<file path="src/hw/biod_pkg.sv">
// Constants, types and register map of the bus instruction output decoder.
// Assumes one 10 MHz clock and a Wishbone classic register port.
//
// Notes on behaviour
// - Reset character while listening: standby, internal sense, lock off, 100 uV.
// - Listen indication high only when correctly addressed; instructions need it.
// - Operate line low after N, high after S, held until next one.
// - Phase-lock line low after F1, high after F0.
// - Sense line low after X1 (external), high after X0 (internal).
// - Voltage on 24 active-low lines, six digits by four weights, rest high.
// - All-ones value drives only each weight-one line low.
// - All-twos value drives only each weight-two line low.
// - All-fours value drives only each weight-four line low.
// - All-eights value drives only each weight-eight line low.
package biod_pkg;

    // Wishbone byte addresses
    localparam logic [3:0] ADR_CTRL   = 4'h0;
    localparam logic [3:0] ADR_STATUS = 4'h4;
    localparam logic [3:0] ADR_VOLT   = 4'h8;

    // Field positions
    localparam int CTRL_ADDR_LSB = 0;
    localparam int STAT_MLA_BIT  = 0;
    localparam int STAT_OPER_BIT = 1;
    localparam int STAT_LOCK_BIT = 2;
    localparam int STAT_SENS_BIT = 3;

    // Values after reset
    localparam logic [4:0]  RST_LISTEN_ADDR = 5'h00;
    localparam logic [23:0] RST_VOLT_BCD    = 24'h10_0000;

    // Bus address bytes
    localparam logic [1:0]  LISTEN_GROUP = 2'h1;
    localparam logic [7:0]  CH_UNLISTEN  = 8'h3F;

    // Instruction characters
    localparam logic [7:0] CH_STAR  = 8'h2A;
    localparam logic [7:0] CH_OPER  = 8'h4E;
    localparam logic [7:0] CH_STBY  = 8'h53;
    localparam logic [7:0] CH_LOCK  = 8'h46;
    localparam logic [7:0] CH_SENSE = 8'h58;
    localparam logic [7:0] CH_ZERO  = 8'h30;
    localparam logic [7:0] CH_ONE   = 8'h31;
    localparam logic [7:0] CH_NINE  = 8'h39;
    localparam logic [7:0] CH_EXP   = 8'h45;
    localparam logic [7:0] CH_VOLT  = 8'h56;
    localparam logic [7:0] CH_HERTZ = 8'h48;

    // Control lines, all active low
    typedef struct packed {
        logic operate_n;
        logic phase_n;
        logic sense_n;
    } biod_ctl_t;

    localparam biod_ctl_t RST_CTL = '{operate_n: 1'b1, phase_n: 1'b1, sense_n: 1'b1};

    // Two-character instruction tracking
    typedef enum logic [1:0] {
        ST_IDLE   = 2'b00,
        ST_PAIR_F = 2'b01,
        ST_PAIR_X = 2'b11
    } biod_state_t;

endpackage

</file>
<file path="src/hw/biod_digit_lines.sv">
// Six-digit BCD to 24 active-low weighted lines.
// Assumes digits hold 0 to 9; weight order per digit is 1, 2, 4, 8 from the low bit.
`timescale 1ns/1ns
`default_nettype none
module biod_digit_lines (
    input  wire logic [23:0] bcd,
    output logic      [23:0] lines_n
);
    import biod_pkg::*;

    // One nibble per digit; a set weight pulls its line low
    genvar d;
    generate
        for (d = 0; d < 6; d++) begin : g_digit
            assign lines_n[4*d +: 4] = ~bcd[4*d +: 4];
        end
    endgenerate
endmodule
`default_nettype wire

</file>
<file path="src/hw/biod_top.sv">
// Listener-side instruction interpreter with static control and voltage lines.
// Assumes bus bytes arrive as one-cycle strobes synchronous to MCLK after handshake.
`timescale 1ns/1ns
`default_nettype none
module biod_top (
    input  wire logic        MCLK,
    input  wire logic        RST,
    input  wire logic        WB_CYC_I,
    input  wire logic        WB_STB_I,
    input  wire logic        WB_WE_I,
    input  wire logic [3:0]  WB_ADR_I,
    input  wire logic [3:0]  WB_SEL_I,
    input  wire logic [31:0] WB_DAT_I,
    output logic      [31:0] WB_DAT_O,
    output logic             WB_ACK_O,
    input  wire logic [7:0]  GPIB_DIO,
    input  wire logic        GPIB_ATN_N,
    input  wire logic        GPIB_BYTE_STB,
    output logic             MLA,
    output logic             OPERATE_N,
    output logic             PHASE_LOCK_N,
    output logic             SENSE_SEL_N,
    output logic      [23:0] VOLT_N
);
    import biod_pkg::*;

    logic [4:0]        addr_ff,     nxt_addr;
    logic              ack_ff,      nxt_ack;
    logic [31:0]       rdat_ff,     nxt_rdat;
    logic              mla_ff,      nxt_mla;
    biod_ctl_t         ctl_ff,      nxt_ctl;
    biod_state_t       state_ff,    nxt_state;
    logic [23:0]       buf_ff,      nxt_buf;
    logic              exp_ff,      nxt_exp;
    logic [23:0]       volt_ff,     nxt_volt;
    logic [23:0]       lines_ff;
    logic [23:0]       lines_n;
    logic              cmd_byte;
    logic              data_byte;
    logic              is_digit;
    logic              volt_load;

    // Byte qualifiers
    assign cmd_byte  = GPIB_BYTE_STB && !GPIB_ATN_N;
    assign data_byte = GPIB_BYTE_STB && GPIB_ATN_N && mla_ff;
    assign is_digit  = (GPIB_DIO >= CH_ZERO) && (GPIB_DIO <= CH_NINE);

    // Wishbone slave: ack one cycle after the request, write at the acked edge
    always_comb begin
        nxt_ack  = WB_CYC_I && WB_STB_I && !ack_ff;
        nxt_addr = addr_ff;
        nxt_rdat = 32'h0000_0000;
        if (WB_CYC_I && WB_STB_I && WB_WE_I && ack_ff && WB_ADR_I == ADR_CTRL && WB_SEL_I[0]) begin
            nxt_addr = WB_DAT_I[CTRL_ADDR_LSB +: 5];
        end
        case (WB_ADR_I)
            ADR_CTRL: begin
                nxt_rdat[CTRL_ADDR_LSB +: 5] = addr_ff;
            end
            ADR_STATUS: begin
                nxt_rdat[STAT_MLA_BIT]  = mla_ff;
                nxt_rdat[STAT_OPER_BIT] = ctl_ff.operate_n;
                nxt_rdat[STAT_LOCK_BIT] = ctl_ff.phase_n;
                nxt_rdat[STAT_SENS_BIT] = ctl_ff.sense_n;
            end
            ADR_VOLT: begin
                nxt_rdat[23:0] = volt_ff;
            end
            default: begin
                nxt_rdat = 32'h0000_0000; // Unmapped reads zero, writes dropped
            end
        endcase
    end

    // Listen addressing: only commands under ATN move the listen state
    always_comb begin
        nxt_mla = mla_ff;
        if (cmd_byte) begin
            if (GPIB_DIO == CH_UNLISTEN) begin
                nxt_mla = 1'b0;
            end else if (GPIB_DIO[6:5] == LISTEN_GROUP && GPIB_DIO[4:0] == addr_ff) begin
                nxt_mla = 1'b1;
            end
        end
    end

    // Instruction interpreter; digits wait in a buffer so lines never show halves
    always_comb begin
        nxt_ctl   = ctl_ff;
        nxt_state = state_ff;
        nxt_buf   = buf_ff;
        nxt_exp   = exp_ff;
        nxt_volt  = volt_ff;
        volt_load = 1'b0;
        if (data_byte) begin
            nxt_state = ST_IDLE;
            case (state_ff)
                ST_PAIR_F: begin
                    if (GPIB_DIO == CH_ONE) nxt_ctl.phase_n = 1'b0;
                    if (GPIB_DIO == CH_ZERO) nxt_ctl.phase_n = 1'b1;
                end
                ST_PAIR_X: begin
                    if (GPIB_DIO == CH_ONE) nxt_ctl.sense_n = 1'b0;
                    if (GPIB_DIO == CH_ZERO) nxt_ctl.sense_n = 1'b1;
                end
                default: begin
                    if (GPIB_DIO == CH_STAR) begin
                        nxt_ctl   = RST_CTL;
                        nxt_volt  = RST_VOLT_BCD;
                        volt_load = 1'b1;
                        nxt_buf   = 24'h00_0000;
                        nxt_exp   = 1'b0;
                    end else if (GPIB_DIO == CH_OPER) begin
                        nxt_ctl.operate_n = 1'b0;
                    end else if (GPIB_DIO == CH_STBY) begin
                        nxt_ctl.operate_n = 1'b1;
                    end else if (GPIB_DIO == CH_LOCK) begin
                        nxt_state = ST_PAIR_F;
                    end else if (GPIB_DIO == CH_SENSE) begin
                        nxt_state = ST_PAIR_X;
                    end else if (is_digit && !exp_ff) begin
                        nxt_buf = {buf_ff[19:0], GPIB_DIO[3:0]};
                    end else if (GPIB_DIO == CH_EXP) begin
                        nxt_exp = 1'b1; // Digits after the exponent are not buffered
                    end else if (GPIB_DIO == CH_VOLT) begin
                        nxt_volt  = buf_ff;
                        volt_load = 1'b1;
                        nxt_buf   = 24'h00_0000;
                        nxt_exp   = 1'b0;
                    end else if (GPIB_DIO == CH_HERTZ) begin
                        nxt_buf = 24'h00_0000; // Frequency handled elsewhere
                        nxt_exp = 1'b0;
                    end
                end
            endcase
        end
    end

    // Line decoder feeds the output flops from the next value, saving a cycle
    biod_digit_lines u_lines (
        .bcd     (nxt_volt),
        .lines_n (lines_n)
    );

    // State registers
    always_ff @(posedge MCLK) begin
        if (RST) begin
            addr_ff  <= RST_LISTEN_ADDR;
            ack_ff   <= 1'b0;
            rdat_ff  <= 32'h0000_0000;
            mla_ff   <= 1'b0;
            ctl_ff   <= RST_CTL;
            state_ff <= ST_IDLE;
            buf_ff   <= 24'h00_0000;
            exp_ff   <= 1'b0;
            volt_ff  <= RST_VOLT_BCD;
            lines_ff <= ~RST_VOLT_BCD;
        end else begin
            addr_ff  <= nxt_addr;
            ack_ff   <= nxt_ack;
            rdat_ff  <= nxt_rdat;
            mla_ff   <= nxt_mla;
            ctl_ff   <= nxt_ctl;
            state_ff <= nxt_state;
            buf_ff   <= nxt_buf;
            exp_ff   <= nxt_exp;
            volt_ff  <= nxt_volt;
            lines_ff <= lines_n;
        end
    end

    // Outputs straight from flops
    assign WB_ACK_O     = ack_ff;
    assign WB_DAT_O     = rdat_ff;
    assign MLA          = mla_ff;
    assign OPERATE_N    = ctl_ff.operate_n;
    assign PHASE_LOCK_N = ctl_ff.phase_n;
    assign SENSE_SEL_N  = ctl_ff.sense_n;
    assign VOLT_N       = lines_ff;
endmodule
`default_nettype wire

</file>
<file path="config.mk">
export PLATFORM = sky130hd
export DESIGN_NAME = biod_top
export DESIGN_NICKNAME = d
export VERILOG_FILES = /design/src/hw/biod_pkg.sv /design/src/hw/biod_digit_lines.sv /design/src/hw/biod_top.sv
export SDC_FILE = /design/constraint.sdc
export NUM_CORES = 1
export LEC_CHECK = 0
export BUFFER_PORTS_ARGS = -buffer_cell sky130_fd_sc_hd__buf_2
export CAP_MARGIN = 20
export CORE_MARGIN = 2
export CORE_UTILIZATION = 40
export CTS_CLUSTER_DIAMETER = 80
export CTS_CLUSTER_SIZE = 12
export DETAILED_ROUTE_END_ITERATION = 16
export PLACE_DENSITY = 0.66
export SYNTH_ARGS = -nofsm -noshare
export SYNTH_HDL_FRONTEND = slang
export SYNTH_HIERARCHICAL = 1
export SYNTH_SLANG_ARGS = --single-unit
</file>
<file path="constraint.sdc">
create_clock -name MCLK -period 2.7 [get_ports MCLK]
set_clock_uncertainty 0.1 [all_clocks]
set_input_delay 0.135 -clock MCLK [delete_from_list [all_inputs] [get_ports MCLK]]
set_output_delay 0.135 -clock MCLK [all_outputs]
set_load 0.03 [all_outputs]
</file>
; ---- Word-level counts from Yosys, hierarchy flattened
; Cells that the tools add are included.
; Widths: inputs -> output; s select.
[word_totals]
input_bits = 55
wordCells = 127
regBits = 117
out_inout_bits = 61
[classes]
eq_ne = 25
n_reduce_logical = 30
n_bitwise = 10
n_mux = 46
order_cmp = 2
[op_table]
columns = operator, count
row1 = $mux 24, 19
row2 = $eq 8x7->1 const B, 7
row3 = $eq 8x6->1 const B, 4
row4 = $not 4->4, 6
row5 = $mux 1, 16
row6 = $reduce_and 8->1, 2
row7 = $mux 2, 7
row8 = $logic_and 1x1->1, 12
row9 = $pmux 4 s3, 1
row10 = $ne 2x2->1 const B, 5
row11 = $ne 3x3->1 const B, 3
row12 = $ge 8x6->1 const B, 1
row13 = $le 8x6->1 const B, 1
row14 = $reduce_and 4->1, 2
row15 = $reduce_bool 4->1, 2
row16 = $pmux 1 s2, 3
row17 = $reduce_bool 2->1, 3
row18 = $eq 5x5->1, 1
row19 = $eq 2x1->1 const B, 2
row20 = $eq 4x3->1 const B, 1
row21 = $eq 4x4->1 const B, 1
row22 = $logic_not 4->1, 1
row23 = $not 1->1, 4
row24 = $reduce_or 2->1, 2
row25 = 5 further kinds, 7

; ---- Logic depth before layout (Yosys ltp)
[depth]
ltp_word = 12
mapped_depth = 9
mapped_depth_nobuf = 7

; ---- By module
; The synthesis kept the hierarchy.
[by_module_without_submodules]
columns = mod, seq_area_each_um2, cells_each, area_each_um2, instances
row1 = biod_top, 2182.1, 421, 4121.5, 1
row2 = biod_digit_lines, 0.0, 24, 90.1, 1

; ---- Least setup slack after synthesis
; OpenSTA, ideal clock, no wires.
[synth_path]
path_kind = register to register
start = register mla_ff, in the netlist MLA
end = register lines_ff[10], in the netlist VOLT_N[10]
t_arrival_ps = 2084
required_time_ps = 2477
n_path_buf = 2
slack_ps = 393
setup_time_ps = 123
period_less_slack_ps = 2307
stages_incl_launch_ff = 9
path_cell_list = dfxtp_1 > nand3_1 > or2_2 > buf_2 > nor3_2 > buf_2 > a22o_1 > inv_1 > or2_2
[synth_via]
elab_chain_cells = 3
[synth_lines]
columns = element, line_no
row1 = "start, declared", biod_top.sv:30  ; logic mla_ff, nxt_mla;
row2 = "start signal, assigned", biod_top.sv:162  ; mla_ff <= nxt_mla;
row3 = $logic_and 1x1->1, biod_top.sv:45  ; assign data_byte = GPIB_BYTE_STB && GPIB_ATN_N && mla_ff;
row4 = $mux 24, biod_top.sv:95  ; if (data_byte) begin
row5 = via nxt_volt[10], biod_top.sv:35  ; logic [23:0] volt_ff, nxt_volt;
row6 = $not 4->4, biod_digit_lines.sv:15  ; assign lines_n[4*d +: 4] = ~bcd[4*d +: 4];
row7 = via lines_n[10], biod_top.sv:37  ; logic [23:0] lines_n;
row8 = "end signal, assigned", biod_top.sv:157  ; lines_ff <= ~RST_VOLT_BCD;
row9 = "end signal, assigned", biod_top.sv:168  ; lines_ff <= lines_n;
row10 = "end, declared", biod_top.sv:36  ; logic [23:0] lines_ff;
; The timed path passes the listed nets, and every way through them passes these cells.
; A chain may end at the register's enable or synchronous reset.

; ---- Worst setup path after layout
[layout_path]
start = register mla_ff, in the netlist MLA
end = register lines_ff[20], in the netlist VOLT_N[20]
; Same word-level chain as after synthesis.

==> impl_metrics.tcl <==
set metrics [dict create \
    yosysUniqueCellTypes 50 \
    grt_pass1_wl_um 14500 \
    clock_sinks 109 \
    num-nets-final 571 \
    synth_seq_cells 109 \
    rr_worst_depth 7 \
    final_cells 657 \
    period_needed_ns 2.25 \
    yosys-top-cells-count "dfxtp_1 (109), a21oi_1 (31), nand2_1 (31)" \
    hold_depth 3 \
    leakage_uw 0.00196 \
    cts_buffers 9 \
    chipHeight_um 107 \
    yosysTopAreaCellShare 0.518 \
    ys_warn_count 6 \
    syn_inst 445 \
    clk_pin_slew_worst_paths_ns 0.11 \
    ios 116 \
    cp.required_ns 2.85 \
    post_cts_buffers 0 \
    synth-edff-count 0 \
    cp_max_fo 24 \
    die_w_um 107 \
    power.density_nw_per_um2 544 \
    place.gp.congestion 0.811 \
    syn2layout_area_growth_pct 16.6 \
    clockBufferDepth 2 \
    die-area_um2 11400 \
    status "finished clean" \
    setup_viol 0 \
    fmax_mhz 444 \
    yosys-top-cells-area "dfxtp_1 (52%), a22o_1 (4.8%), nor2b_1 (4.2%)" \
    worstSetupPathType "reg -> reg" \
    syn_avg_cell_area_um2 9.46 \
    drc 0 \
    path_depth 7 \
    start_util 0.410 \
    crit_family "simple AND/OR/NAND/NOR gates" \
    grt_max_degree 47 \
    tritoncts "done" \
    finalHoldViolCount 0 \
    crit_path_cell_trace "nand3_1, nor2_1, o21ai_2, nor2b_1, nor2_1, inv_1, nor2b_1" \
    io_buffers 77 \
    synthArstFlopShare 0 \
    htreeDepth 3 \
    dp_hpwl_um 5910 \
    yosysMostFrequentCell "dfxtp_1" \
    final_antenna_net_count 0 \
    synth_seq_area_share 0.518 \
    cts-resized-gates 0 \
    grt_pass1_vias 3014 \
    drtIter0Drc 166 \
    crit_path_top_delay_cell "dfxtp_1" \
    max_stage_delay_ns 0.42 \
    track_usage 0.159 \
    hold_class "in -> reg" \
    rows 37 \
    ctsHoldBuffers 7 \
    wire_per_inst_um 13.3 \
    critPathBufInv 1 \
    startpoint_type "register" \
    tns_ns 0 \
    drv_slew 0 \
    insertion_delay_ns 0.37 \
    crit_path_end_kind "register" \
    core_area_um2 10300 \
    viasPerCell 4.92 \
    vias 3231 \
    ir_worst_vdd_uv 314 \
    rsz0062_at_grt "false" \
    routed_wl_um 8730 \
    worst_slew_pin_slew_ns 0.992 \
    netlist_area_um2 4210 \
    yosys.area.top_type "dfxtp_1" \
    synth_ff_type "dfxtp_1" \
    arrival_ns 2.40 \
    firstDrtPassIters 5 \
    n_antenna_cell 0 \
    grt_antenna_before_repair 0 \
    maxCapViolations 0 \
    layout-drive-gt1-share 0.259 \
    dp.cells 634 \
    grt.overflow.total 0 \
    finalCritPeriodShare 0.834 \
    cts_root_buffer "clkbuf_8" \
    relSlewSlack 0.339 \
]
## path summary, 6_finish.rpt
kind | startpoint | end | slack, ns
max reg2reg | MLA$_SDFFE_PP0P_ | VOLT_N[20]$_SDFF_PP0_ | 0.45
min reg2reg | WB_ACK_O$_SDFF_PP0_ | WB_ACK_O$_SDFF_PP0_ | 0.36
min | GPIB_DIO[0] | buf_ff[0]$_SDFFE_PP0P_ | 0.02
max | MLA$_SDFFE_PP0P_ | VOLT_N[20]$_SDFF_PP0_ | 0.45
## per-layer routing
| layer | GRT usage | routed length (um) | vias up |
|---|---|---|---|
| met1 | 0.216 | 4310 | 1492 |
| met2 | 0.253 | 3840 | 93 |
| met3 | 0.0353 | 445 | 13 |
| met5 | 0 | 0 | - |
| li1 | - | - | 1633 |
| met4 | 0.0510 | 139 | 0 |
## kinds of logic (layout without fill, tap and decap cells)
family          count (synthesis)  in the layout  synth area share
simple gates                  166            166             0.237
compound gates                 92             92             0.140
xor+xnor                        5              5            0.0104
other cells                     1              8          0.000890
flops                         109            109             0.518
buf+inv                        62            131            0.0704
mux                            10             10            0.0238
## layout make-up
cell class / instances / area, um2
inverters: 24 / 90.1
well taps: 136 / 170
flip-flops and latches: 109 / 2180
clock inverters: 6 / 57.6
repair buffers: 91 / 508
fillers: 1039 / 5370
clock buffers: 10 / 138
multi-input cells: 281 / 1770
## flip-flops by register name, indices dropped and copies added (netlist names)
register / flops
MLA: 1
WB_DAT_O: 24
buf_ff: 24
state_ff: 2
OPERATE_N: 1
addr_ff: 5
exp_ff: 1
SENSE_SEL_N: 1
PHASE_LOCK_N: 1
VOLT_N: 24
volt_ff: 24
WB_ACK_O: 1
## power breakdown
| group | internal [uW] | total, uW | switching, uW |
|---|---|---|---|
| clock network | 376 | 934 | 558 |
| logic | 40.4 | 127 | 86.6 |
| registers | 1610 | 1610 | 0.729 |
## metrics by stage
stage	hold slack, ns	area (um2)	util	total power (uW)	worst slack, ns
global placement	0.268	4650	0.452	1760	0.362
global route	0.0205	4910	0.478	2800	0.267
CTS	0.00629	4910	0.478	2700	0.501
finish	0.0169	4910	0.478	2670	0.448
detailed placement	0.272	4650	0.452	1760	0.341
floorplan	0.178	4240	-	1730	0.393
## worst reg2reg max path, delay by kind of cell, from the launching register on
| family | cells | cell delay (ns) |
|---|---|---|
| and+or+nand+nor | 5 | 1.15 |
| AOI/OAI and AO/OA | 1 | 0.39 |
| DFF | 1 | 0.42 |
| buffers and inverters | 1 | 0.07 |
## placed cells by master (no fill, tap or decap), types with 4 or more instances in the layout
cell type      count
buf_4              7
nor2b_1           28
buf_2             77
nand2b_1           4
o21ai_1            4
nor2_1            24
clkbuf_8          10
dfxtp_1          109
conb_1             8
nand2_1           31
o21ai_0           24
dlygate4sd3_1      7
and3_1            19
a21oi_1           31
mux2i_1           10
a22o_1            23
nand4bb_1          4
xor2_1             5
nor3_1             7
nor4_1             4
or2_2             24
inv_1             24
(Power assumes the default switching activity.)
